**src/core/stoi_pkg.sv**
```systemverilog
// Constants, carriers and state layouts of the transmit overhead chain.
// Assumes one byte clock domain and byte positions paced by the serializer.
package stoi_pkg;
   localparam logic [7:0] SECT_CTL_ADDR = 8'h14;
   localparam logic [7:0] LINE_CTL_ADDR = 8'h15;
   localparam logic [7:0] K1_ADDR = 8'h16;
   localparam logic [7:0] K2_ADDR = 8'h17;
   localparam logic [7:0] PATH_CTL_ADDR = 8'h18;
   localparam logic [7:0] PTR_LO_ADDR = 8'h19;
   localparam logic [7:0] PTR_HI_ADDR = 8'h1a;
   localparam logic [7:0] CUR_LO_ADDR = 8'h1b;
   localparam logic [7:0] CUR_HI_ADDR = 8'h1c;
   localparam int S_AIS = 0, S_SDCC = 1, S_B1ERR = 2, S_FRMERR = 3;
   localparam int S_SCR = 4, S_ZERO = 5;
   localparam int L_APS = 0, L_LDCC = 1, L_B2ERR = 2, L_RDI = 3;
   localparam int P_B3ERR = 0, P_PJ = 1, P_NJ = 2, P_NDF = 3;
   localparam int P_NDFONLY = 4, P_FEBE = 5, P_LOAD = 6;
   localparam logic [8:0] COL_LAST = 9'd269;
   localparam logic [8:0] TOH_W = 9'd9;
   localparam logic [3:0] ROW_LAST = 4'd8;
   localparam logic [9:0] PTR_MAX = 10'd782;
   localparam logic [9:0] PTR_RESET = 10'h000;
   localparam logic [3:0] NDF_NORM = 4'h6;
   localparam logic [3:0] NDF_NEW = 4'h9;
   localparam logic [7:0] CONC_H1 = 8'h93;
   localparam logic [7:0] CONC_H2 = 8'hff;
   localparam logic [9:0] I_MASK = 10'h2aa;
   localparam logic [9:0] D_MASK = 10'h155;
   localparam logic [2:0] RDI_CODE = 3'h6;
   localparam logic [3:0] FEBE_CAP = 4'h8;
   localparam logic [7:0] LFEBE_CAP = 8'hff;
   localparam logic [6:0] SCR_SEED = 7'h7f;
   localparam logic [8:0] POH_GAP = 9'd260;
   localparam int FRAME_BYTES = 2430;
   localparam int FRAME_HZ = 8000;
   localparam int SDCC_CLK_HZ = 216000;
   localparam int SDCC_AVG_HZ = 192000;
   localparam int LDCC_CLK_HZ = 2160000;
   localparam int LDCC_AVG_HZ = 576000;
   localparam int SD_SLOTS = SDCC_CLK_HZ / FRAME_HZ;
   localparam int SD_BITS = SDCC_AVG_HZ / FRAME_HZ;
   localparam int LD_SLOTS = LDCC_CLK_HZ / FRAME_HZ;
   localparam int LD_BITS = LDCC_AVG_HZ / FRAME_HZ;
   typedef enum logic [1:0] {JUST_NONE, JUST_POS, JUST_NEG} stoi_just_e;
   typedef struct packed {
      logic wr;
      logic rd;
      logic [7:0] addr;
      logic [7:0] wdata;
   } stoi_cpu_s;
   typedef struct packed {
      logic s1, s2, clk;
      logic [7:0] slot;
      logic [8:0] used;
      logic [71:0] shift, hold;
   } stoi_dcc_s;
   typedef struct packed {
      logic s1, s2;
      logic [3:0] row;
      logic [8:0] col;
      logic [1:0] lane;
      logic ais_act;
      logic [6:0] scr;
      logic [7:0] b1_acc, b1_hold, b3_acc, b3_hold;
      logic [23:0] b2_acc, b2_hold;
      logic [11:0] spe_cnt;
      logic [8:0] poh_cnt;
      logic [3:0] poh_row;
      logic poh_on;
      logic [9:0] ptr, pprog;
      stoi_just_e just;
      logic ndf;
      logic [3:0] pfebe_acc, pfebe_hold;
      logic [7:0] lfebe_acc, lfebe_hold;
      logic [7:0] sctl, lctl, k1, k2, pctl, rdata, odata;
      logic ofs;
   } stoi_st_s;
endpackage : stoi_pkg

```
**src/core/stoi_top.sv**
```systemverilog
// Transmit section, line and path overhead insertion for one STS-3c line.
// Assumes the serializer paces byte positions with a one-cycle request.
`timescale 1ns/10ps

module stoi_dcc #(
   parameter int SLOTS = 27,
   parameter int BITS = 24
) (
   input wire logic ref_clk,
   input wire logic resetn,
   input wire logic byte_en,
   input wire logic frame_tick,
   input wire logic ser_in,
   output logic clk_out,
   output logic [71:0] hold
);
   localparam logic [7:0] SLOT_LAST = 8'(stoi_pkg::FRAME_BYTES / SLOTS - 1);
   localparam logic [8:0] NBITS = 9'(BITS);
   stoi_pkg::stoi_dcc_s st, n;
   always_comb begin
      n = st;
      n.s1 = ser_in;
      n.s2 = st.s1;
      if (frame_tick) begin
         n.used = 9'h000;
         n.hold = st.shift << (9'd72 - NBITS);
      end
      if (byte_en) begin
         n.slot = (st.slot == SLOT_LAST) ? 8'h00 : st.slot + 8'h01;
      end
      // Pulses fill the first slots of a frame; the remaining slots are gaps.
      if (byte_en && st.slot == 8'h00) begin
         n.clk = 1'b0;
      end
      if (byte_en && st.slot == 8'h00 &&
         (frame_tick || st.used < NBITS)) begin
         n.clk = 1'b1;
         n.shift = {st.shift[70:0], st.s2};
         n.used = n.used + 9'h001;
      end
      if (byte_en && st.slot == SLOT_LAST / 8'h02) begin
         n.clk = 1'b0;
      end
   end
   always_ff @(posedge ref_clk or negedge resetn) begin
      if (!resetn) begin
         st <= '0;
      end else begin
         st <= n;
      end
   end
   assign clk_out = st.clk;
   assign hold = st.hold;
endmodule : stoi_dcc

module stoi_top #(
   parameter logic [7:0] A1_VAL = 8'hf6,
   parameter logic [7:0] A2_VAL = 8'h28,
   parameter logic [7:0] J0_VAL = 8'h01
) (
   input wire logic ref_clk,
   input wire logic resetn,
   input wire stoi_pkg::stoi_cpu_s cpu,
   output logic [7:0] cpu_rdata,
   input wire logic line_byte_req,
   output logic [7:0] line_data,
   output logic line_frame_start,
   output logic pl_req,
   input wire logic [7:0] pl_data,
   input wire logic line_bip_err,
   input wire logic path_bip_err,
   input wire logic line_defect_request_in,
   input wire logic section_dcc_serial_in,
   output logic section_dcc_clock_out,
   input wire logic line_dcc_serial_in,
   output logic line_dcc_clock_out
);
   stoi_pkg::stoi_st_s st, n;
   logic [71:0] sd_hold, ld_hold;
   logic ben, fs, soh, h3, pstf, spe, j1, poh;
   logic [3:0] prow;
   logic [9:0] pw;
   logic [7:0] d;
   logic [14:0] sk;

   function automatic logic [7:0] pick(logic [71:0] h, logic [3:0] i);
      pick = h[{4'd8 - i, 3'b000} +: 8];
   endfunction : pick

   function automatic logic [3:0] third(logic [8:0] c);
      third = (c == 9'd0) ? 4'd0 : (c == 9'd3) ? 4'd1 : 4'd2;
   endfunction : third

   function automatic logic [14:0] scr_step(logic [6:0] s);
      logic [6:0] t;
      logic [7:0] k;
      t = s;
      k = 8'h00;
      for (int b = 7; b >= 0; b--) begin
         k[b] = t[6];
         t = {t[5:0], t[6] ^ t[5]};
      end
      scr_step = {t, k};
   endfunction : scr_step

   stoi_dcc #(.SLOTS(stoi_pkg::SD_SLOTS), .BITS(stoi_pkg::SD_BITS)) u_sd (
      .ref_clk(ref_clk), .resetn(resetn), .byte_en(ben), .frame_tick(fs),
      .ser_in(section_dcc_serial_in), .clk_out(section_dcc_clock_out),
      .hold(sd_hold));
   stoi_dcc #(.SLOTS(stoi_pkg::LD_SLOTS), .BITS(stoi_pkg::LD_BITS)) u_ld (
      .ref_clk(ref_clk), .resetn(resetn), .byte_en(ben), .frame_tick(fs),
      .ser_in(line_dcc_serial_in), .clk_out(line_dcc_clock_out),
      .hold(ld_hold));

   assign ben = line_byte_req;
   assign fs = ben && st.row == 4'd0 && st.col == 9'd0;
   assign soh = st.row < 4'd3 && st.col < stoi_pkg::TOH_W;
   assign h3 = st.row == 4'd3 && st.col >= 9'd6 && st.col < 9'd9;
   assign pstf = st.row == 4'd3 && st.col >= 9'd9 && st.col < 9'd12;
   assign spe = ben && ((st.col >= stoi_pkg::TOH_W &&
      !(st.just == stoi_pkg::JUST_POS && pstf)) ||
      (st.just == stoi_pkg::JUST_NEG && h3));
   assign j1 = spe && st.spe_cnt == 12'({st.ptr, 1'b0}) + 12'(st.ptr);
   assign poh = j1 || (spe && st.poh_on && st.poh_cnt == stoi_pkg::POH_GAP);
   assign prow = j1 ? 4'd0 : st.poh_row + 4'd1;
   assign pw = st.ptr ^ ((st.just == stoi_pkg::JUST_POS) ? stoi_pkg::I_MASK :
      (st.just == stoi_pkg::JUST_NEG) ? stoi_pkg::D_MASK : 10'h000);
   assign sk = scr_step(st.scr);
   assign pl_req = spe;

   always_comb begin
      n = st;
      n.s1 = line_defect_request_in;
      n.s2 = st.s1;
      d = spe ? pl_data : 8'h00;
      if (path_bip_err && st.pfebe_acc < stoi_pkg::FEBE_CAP) begin
         n.pfebe_acc = st.pfebe_acc + 4'd1;
      end
      if (line_bip_err && st.lfebe_acc < stoi_pkg::LFEBE_CAP) begin
         n.lfebe_acc = st.lfebe_acc + 8'd1;
      end
      if (fs) begin
         n.ais_act = st.sctl[stoi_pkg::S_AIS];
         n.pfebe_hold = st.pctl[stoi_pkg::P_FEBE] ? stoi_pkg::FEBE_CAP :
            st.pfebe_acc;
         n.pfebe_acc = {3'b000, path_bip_err};
         n.lfebe_hold = st.lfebe_acc;
         n.lfebe_acc = {7'h00, line_bip_err};
         n.ndf = 1'b0;
         n.just = stoi_pkg::JUST_NONE;
         if (st.just == stoi_pkg::JUST_POS && st.ptr <= stoi_pkg::PTR_MAX) begin
            n.ptr = (st.ptr == stoi_pkg::PTR_MAX) ? 10'd0 : st.ptr + 10'd1;
         end
         if (st.just == stoi_pkg::JUST_NEG && st.ptr <= stoi_pkg::PTR_MAX) begin
            n.ptr = (st.ptr == 10'd0) ? stoi_pkg::PTR_MAX : st.ptr - 10'd1;
         end
         if (st.pctl[stoi_pkg::P_LOAD]) begin
            n.ptr = st.pprog;
            n.ndf = st.pctl[stoi_pkg::P_NDF];
            n.pctl[stoi_pkg::P_LOAD] = 1'b0;
         end else if (st.pctl[stoi_pkg::P_PJ]) begin
            n.just = stoi_pkg::JUST_POS;
            n.pctl[stoi_pkg::P_PJ] = 1'b0;
         end else if (st.pctl[stoi_pkg::P_NJ]) begin
            n.just = stoi_pkg::JUST_NEG;
            n.pctl[stoi_pkg::P_NJ] = 1'b0;
         end
         if (st.pctl[stoi_pkg::P_NDFONLY]) begin
            n.ndf = 1'b1;
            n.pctl[stoi_pkg::P_NDFONLY] = 1'b0;
         end
      end
      if (ben) begin
         n.col = (st.col == stoi_pkg::COL_LAST) ? 9'd0 : st.col + 9'd1;
         n.lane = (st.lane == 2'd2) ? 2'd0 : st.lane + 2'd1;
         if (st.col == stoi_pkg::COL_LAST) begin
            n.row = (st.row == stoi_pkg::ROW_LAST) ? 4'd0 : st.row + 4'd1;
         end
         if (st.row == 4'd3 && st.col == 9'd8) begin
            n.spe_cnt = 12'h000;
         end
      end
      if (spe) begin
         n.spe_cnt = st.spe_cnt + 12'h001;
         n.poh_cnt = st.poh_cnt + 9'd1;
      end
      if (poh) begin
         n.poh_cnt = 9'd0;
         n.poh_row = prow;
         n.poh_on = prow < stoi_pkg::ROW_LAST;
      end
      if (ben && st.col < stoi_pkg::TOH_W && st.lane == 2'd0) begin
         unique case (st.row)
            4'd1: d = st.col == 9'd0 ? st.b1_hold ^
               {8{st.sctl[stoi_pkg::S_B1ERR]}} : 8'h00;
            4'd2: d = st.sctl[stoi_pkg::S_SDCC] ?
               pick(sd_hold, third(st.col)) : 8'h00;
            4'd4: d = st.col == 9'd3 ? (st.lctl[stoi_pkg::L_APS] ? st.k1 :
               8'h00) : st.col == 9'd6 ? d : 8'h00;
            4'd5, 4'd6, 4'd7: d = st.lctl[stoi_pkg::L_LDCC] ? pick(ld_hold,
               4'(3 * (st.row - 4'd5)) + third(st.col)) : 8'h00;
            default: d = d;
         endcase
      end
      if (ben && st.row == 4'd4 && st.col == 9'd6) begin
         d = st.lctl[stoi_pkg::L_APS] ? st.k2 : 8'h00;
         if (st.s2 || st.lctl[stoi_pkg::L_RDI]) begin
            d[2:0] = stoi_pkg::RDI_CODE;
         end
      end
      if (ben && st.row == 4'd0 && st.col < stoi_pkg::TOH_W) begin
         d = (st.col < 9'd3) ? A1_VAL : (st.col < 9'd6) ? A2_VAL :
            (st.col == 9'd6) ? J0_VAL : 8'(st.col - 9'd5);
         if (st.col < 9'd3 && st.sctl[stoi_pkg::S_FRMERR]) begin
            d[0] = ~d[0];
         end
      end
      if (ben && st.row == 4'd3 && st.col < 9'd6) begin
         unique case (st.col)
            9'd0: d = {st.ndf ? stoi_pkg::NDF_NEW : stoi_pkg::NDF_NORM,
               2'b00, pw[9:8]};
            9'd3: d = pw[7:0];
            9'd1, 9'd2: d = stoi_pkg::CONC_H1;
            default: d = stoi_pkg::CONC_H2;
         endcase
      end
      if (ben && st.row == 4'd4 && st.col < 9'd3) begin
         d = st.b2_hold[{st.lane, 3'b000} +: 8] ^
            {8{st.lctl[stoi_pkg::L_B2ERR]}};
      end
      if (ben && st.row == stoi_pkg::ROW_LAST && st.col == 9'd8) begin
         d = st.lfebe_hold;
      end
      if (poh && prow == 4'd1) begin
         d = st.b3_hold ^ {8{st.pctl[stoi_pkg::P_B3ERR]}};
      end
      if (poh && prow == 4'd3) begin
         d = {st.pfebe_hold, pl_data[3:0]};
      end
      if (j1) begin
         n.b3_hold = st.b3_acc;
         n.b3_acc = d;
      end else if (spe) begin
         n.b3_acc = st.b3_acc ^ d;
      end
      if (st.ais_act && !soh) begin
         d = 8'hff;
      end
      if (fs) begin
         n.b2_hold = st.b2_acc;
         n.b2_acc = 24'h000000;
      end else if (ben && !soh) begin
         n.b2_acc[{st.lane, 3'b000} +: 8] = st.b2_acc[{st.lane, 3'b000} +: 8]
            ^ d;
      end
      if (ben && !(st.row == 4'd0 && st.col < stoi_pkg::TOH_W)) begin
         n.scr = sk[14:8];
         if (st.sctl[stoi_pkg::S_SCR]) begin
            d = d ^ sk[7:0];
         end
      end
      if (ben && st.row == 4'd0 && st.col == 9'd8) begin
         n.scr = stoi_pkg::SCR_SEED;
      end
      if (fs) begin
         n.b1_hold = st.b1_acc;
         n.b1_acc = d;
      end else if (ben) begin
         n.b1_acc = st.b1_acc ^ d;
      end
      if (st.sctl[stoi_pkg::S_ZERO]) begin
         d = 8'h00;
      end
      if (ben) begin
         n.odata = d;
      end
      n.ofs = fs;
      if (cpu.wr) begin
         unique case (cpu.addr)
            stoi_pkg::SECT_CTL_ADDR: n.sctl = cpu.wdata;
            stoi_pkg::LINE_CTL_ADDR: n.lctl = cpu.wdata;
            stoi_pkg::K1_ADDR: n.k1 = cpu.wdata;
            stoi_pkg::K2_ADDR: n.k2 = cpu.wdata;
            stoi_pkg::PATH_CTL_ADDR: n.pctl = cpu.wdata;
            stoi_pkg::PTR_LO_ADDR: n.pprog[7:0] = cpu.wdata;
            stoi_pkg::PTR_HI_ADDR: n.pprog[9:8] = cpu.wdata[1:0];
            default: n.pprog = n.pprog;
         endcase
      end
      if (cpu.rd) begin
         unique case (cpu.addr)
            stoi_pkg::SECT_CTL_ADDR: n.rdata = st.sctl;
            stoi_pkg::LINE_CTL_ADDR: n.rdata = st.lctl;
            stoi_pkg::K1_ADDR: n.rdata = st.k1;
            stoi_pkg::K2_ADDR: n.rdata = st.k2;
            stoi_pkg::PATH_CTL_ADDR: n.rdata = st.pctl;
            stoi_pkg::PTR_LO_ADDR: n.rdata = st.pprog[7:0];
            stoi_pkg::PTR_HI_ADDR: n.rdata = {6'h00, st.pprog[9:8]};
            stoi_pkg::CUR_LO_ADDR: n.rdata = st.ptr[7:0];
            stoi_pkg::CUR_HI_ADDR: n.rdata = {6'h00, st.ptr[9:8]};
            default: n.rdata = 8'h00;
         endcase
      end
   end

   always_ff @(posedge ref_clk or negedge resetn) begin
      if (!resetn) begin
         st <= '0;
         st.ptr <= stoi_pkg::PTR_RESET;
         st.pprog <= stoi_pkg::PTR_RESET;
         st.scr <= stoi_pkg::SCR_SEED;
      end else begin
         st <= n;
      end
   end

   assign cpu_rdata = st.rdata;
   assign line_data = st.odata;
   assign line_frame_start = st.ofs;

   logic plain;
   assign plain = !st.sctl[stoi_pkg::S_SCR] && !st.sctl[stoi_pkg::S_ZERO];
endmodule : stoi_top

```
**config.mk**
```make
export PLATFORM = sky130hd
export DESIGN_NAME = stoi_top
export DESIGN_NICKNAME = d
export VERILOG_FILES = /design/src/core/stoi_pkg.sv /design/src/core/stoi_top.sv
export SDC_FILE = /design/constraint.sdc
export NUM_CORES = 1
export LEC_CHECK = 0
export BUFFER_PORTS_ARGS = -buffer_cell sky130_fd_sc_hd__buf_2
export CAP_MARGIN = 20
export CORE_MARGIN = 2
export CORE_UTILIZATION = 40
export DETAILED_ROUTE_END_ITERATION = 10
export PLACE_DENSITY = 0.58
export SYNTH_ARGS = -nofsm -noshare
export SYNTH_HDL_FRONTEND = slang
export SYNTH_SLANG_ARGS = --single-unit
```
**constraint.sdc**
```tcl
create_clock -name ref_clk -period 13.6 [get_ports ref_clk]
set_clock_uncertainty 0.2 [all_clocks]
set_input_delay 0.68 -clock ref_clk [delete_from_list [all_inputs] [get_ports ref_clk]]
set_output_delay 0.68 -clock ref_clk [all_outputs]
set_load 0.02 [all_outputs]
```
==> impl_metrics.json <==
{
  "grt.total_usage_pct": 22.10,
  "nNetsFinal": 2701,
  "synthAdderAreaFrac_pct": 2.806,
  "io_buffer_count": 53,
  "clockRootBuffer": "clkbuf_16",
  "cts_tree": "yes",
  "die_w_microns": 254.3,
  "ff2ff_setup_slack_ns": 6.52,
  "ys_ff_latch": 467,
  "worst_pin_slew_ns": 1.088,
  "drt_iter0_markers": 1928,
  "syn_nets": 2737,
  "dpl_cell_area_sq_um": 25900,
  "endpoint_kind": "register",
  "synth_edf_count": 0,
  "holdPathStages": 0,
  "leakage_nw": 12.87,
  "start_util_pct": 40.53,
  "whs_endpoint": "u_ld.st[162]",
  "grt_pass1_wl_microns": 112000,
  "h-tree-depth": 2,
  "yosysWarnings": 0,
  "hp-start": "u_ld.n[162]",
  "final_common_cell": "nand2_1",
  "layout_common_cells": "nand2_1 (633), dfrtp_1 (460), mux2_2 (155)",
  "insertedDiodeCount": 0,
  "ios": 54,
  "synth_top_family_by_area": "simple AND/OR/NAND/NOR gates",
  "synth_xor_area_share_pct": 3.849,
  "routedWlPerCell_microns": 20.29,
  "syn-cell-area_sq_um": 25060,
  "synth_async_sr_flop_share_pct": 100.0,
  "worstSkewPairLatency_ns": 0.62,
  "grt-ovfl-total": 0,
  "fin_setup_tns_ns": 0,
  "fin_crit_sh_pct": 52.04,
  "drt-vias-per-instance": 5.659,
  "remaining_drc_errors": 0,
  "cts.sinks": 467,
  "grt_start_max_net_pins": 178,
  "synth-simple-area-share_pct": 19.83,
  "cts_buffer_depth": 3,
  "final_max_slew_viol_count": 0,
  "crit_fanout": 22,
  "cts_buffers": 53,
  "std_cell_rows": 91,
  "drt_wl_total_microns": 70830,
  "finish.instance_area_sq_um": 27800,
  "die_y_microns": 254.3,
  "core_sq_um": 61830,
  "fin_crit_ns": 7.077,
  "rr_endpoint": "st[202]",
  "seq_area_frac_synth_pct": 46.67,
  "critical_path_class": "register to register",
  "drive_above_1_share_pct": 14.20,
  "maxCapViolCount": 0,
  "muxShareOfSynthArea_pct": 10.38,
  "synth_compound_area_share_pct": 12.62,
  "report.final.hold_viol_count": 0,
  "arrival_ns": 7.38,
  "drtAntennaViolNets": 0,
  "antenna_found_initial": 3,
  "dr.pass1.iters": 6,
  "grt_pass1_vias": 19460,
  "clk_pin_slew_ns": 0.06,
  "post_cts_buffers": 0,
  "r2r-start": "st[220]",
  "area_growth_pct": 10.93,
  "routed-via-count": 19754,
  "start_kind": "register",
  "dieArea_sq_um": 64670,
  "setup_viol": 0,
  "powerDensity_nw_per_um2": 154.6,
  "min_path_type": "register to register",
  "place.gp.congestion": 0.9357,
  "nFillCells": 5902,
  "rsz0062_at_grt": "no",
  "peakVddDrop_uv": 111.1,
  "clock.fmax_ghz": 0.1413,
  "r2r_cells": 17,
  "syn_inst": 2648,
  "outcome": "finished clean",
  "worstPathRequired_ns": 13.91,
  "syn_avg_cell_area_sq_um": 9.464,
  "synth_cell_type_count": 88,
  "slew_headroom_pct": 27.14,
  "dpl.hpwl_microns": 49240,
  "ys.flop_type": "dfrtp_1"
}
[timing repair]
action,CTS,global route
hold buffers,4,0
gates resized for setup,0,0
hold endpoints to repair,93,0
[critical path, cell delays in order, from the launching register on]
cell	delay, ns
dfrtp_1	0.55
inv_1	0.27
ha_1	0.44
nor2_1	0.17
nor3_1	0.78
inv_1	0.20
ha_1	0.28
fa_1	0.51
inv_1	0.05
ha_1	0.95
mux4_2	0.37
mux2i_1	0.13
o32a_1	0.34
a21oi_1	0.43
a311oi_2	0.07
a211oi_2	0.67
mux2i_1	0.15
or3_1	0.38
[final cells by class]
class	count	area (sq um)	share of cell area (%)
clock inverter	21	262.8	0.9452
sequential	467	11700	42.07
clock buffer	76	1563	5.622
tap	837	1047	3.767
multi-input combinational	1949	12450	44.77
timing repair buffer	87	583.1	2.097
inverter	54	202.7	0.7291
[flip-flops by register name, indices dropped and copies added, names as in the netlist, 7 cells and up]
| register | count |
|---|---|
| u_sd.st | 42 |
| u_ld.hold | 72 |
| u_ld.st | 90 |
| sk | 7 |
| line_data | 8 |
| cpu_rdata | 8 |
| u_sd.hold | 24 |
| st | 210 |
[where the power goes]
part	total (mW)	switching, mW	leakage, nW	internal [mW]
Clock	1.48	0.604	0.902	0.877
Sequential	1.74	0.189	6.31	1.55
Combinational	1.08	0.693	5.66	0.387
[cells by family after synthesis]
group           Yosys count
simple gates           1102
xor+xnor                107
flops                   467
fa+ha+maj                55
compound gates          467
mux                     218
buf+inv                 232
[routing by layer]
layer  part of all wire [%]  GRT usage (%)  vias to the layer above
met4                    4.1          9.513                        2
met3                    5.4          3.215                      138
li1                       -              -                     9275
met5                  0.018              0                        -
met2                     47          35.49                      582
met1                     44          29.84                     9757
[how the worst max path moves through the flow]
| stage | slack (ns) | depth (start not counted) | to | start |
|---|---|---|---|---|
| 2_1_floorplan | 8.21 | 22 | st[171] | st[221] |
| 3_3_place_gp | 6.72 | 16 | st[202] | st[220] |
| 4_1_cts | 6.38 | 16 | st[202] | st[220] |
| 6_report | 6.52 | 17 | st[202] | st[220] |
| 3_5_place_dp | 6.42 | 16 | st[202] | st[220] |
| 5_1_grt | 6.17 | 17 | st[202] | st[220] |
[synthesized netlist by cell type, types with 45 or more instances]
library cell | number | share of area (%)
nand4_1 | 47 | 1.2
dfrtp_1 | 460 | 46
mux2i_1 | 45 | 1.8
nor2_1 | 132 | 2.0
ha_1 | 53 | 2.6
nand3_1 | 95 | 1.9
o21ai_0 | 110 | 2.2
a21oi_1 | 90 | 1.8
mux2_2 | 155 | 7.0
o211ai_1 | 56 | 1.7
xnor2_1 | 64 | 2.2
nand2_1 | 633 | 9.5
inv_1 | 52 | 0.78
clkbuf_1 | 132 | 2.0
[metrics by stage]
step | power (mW) | hold WS (ns) | setup slack [ns] | cells | util [%]
finish | 4.298 | 0.1511 | 6.523 | 3491 | 44.96
detailed placement | 2.821 | 0.1403 | 6.421 | 3388 | 41.89
global placement | 2.795 | 0.1321 | 6.720 | 3388 | 41.89
floorplan | 2.490 | 0.1312 | 8.209 | 2648 | -
CTS | 4.324 | 0.1429 | 6.380 | 3489 | 44.91
global route | 4.518 | 0.1536 | 6.175 | 3491 | 44.96
Note: power is estimated with default switching activity, not from simulation.
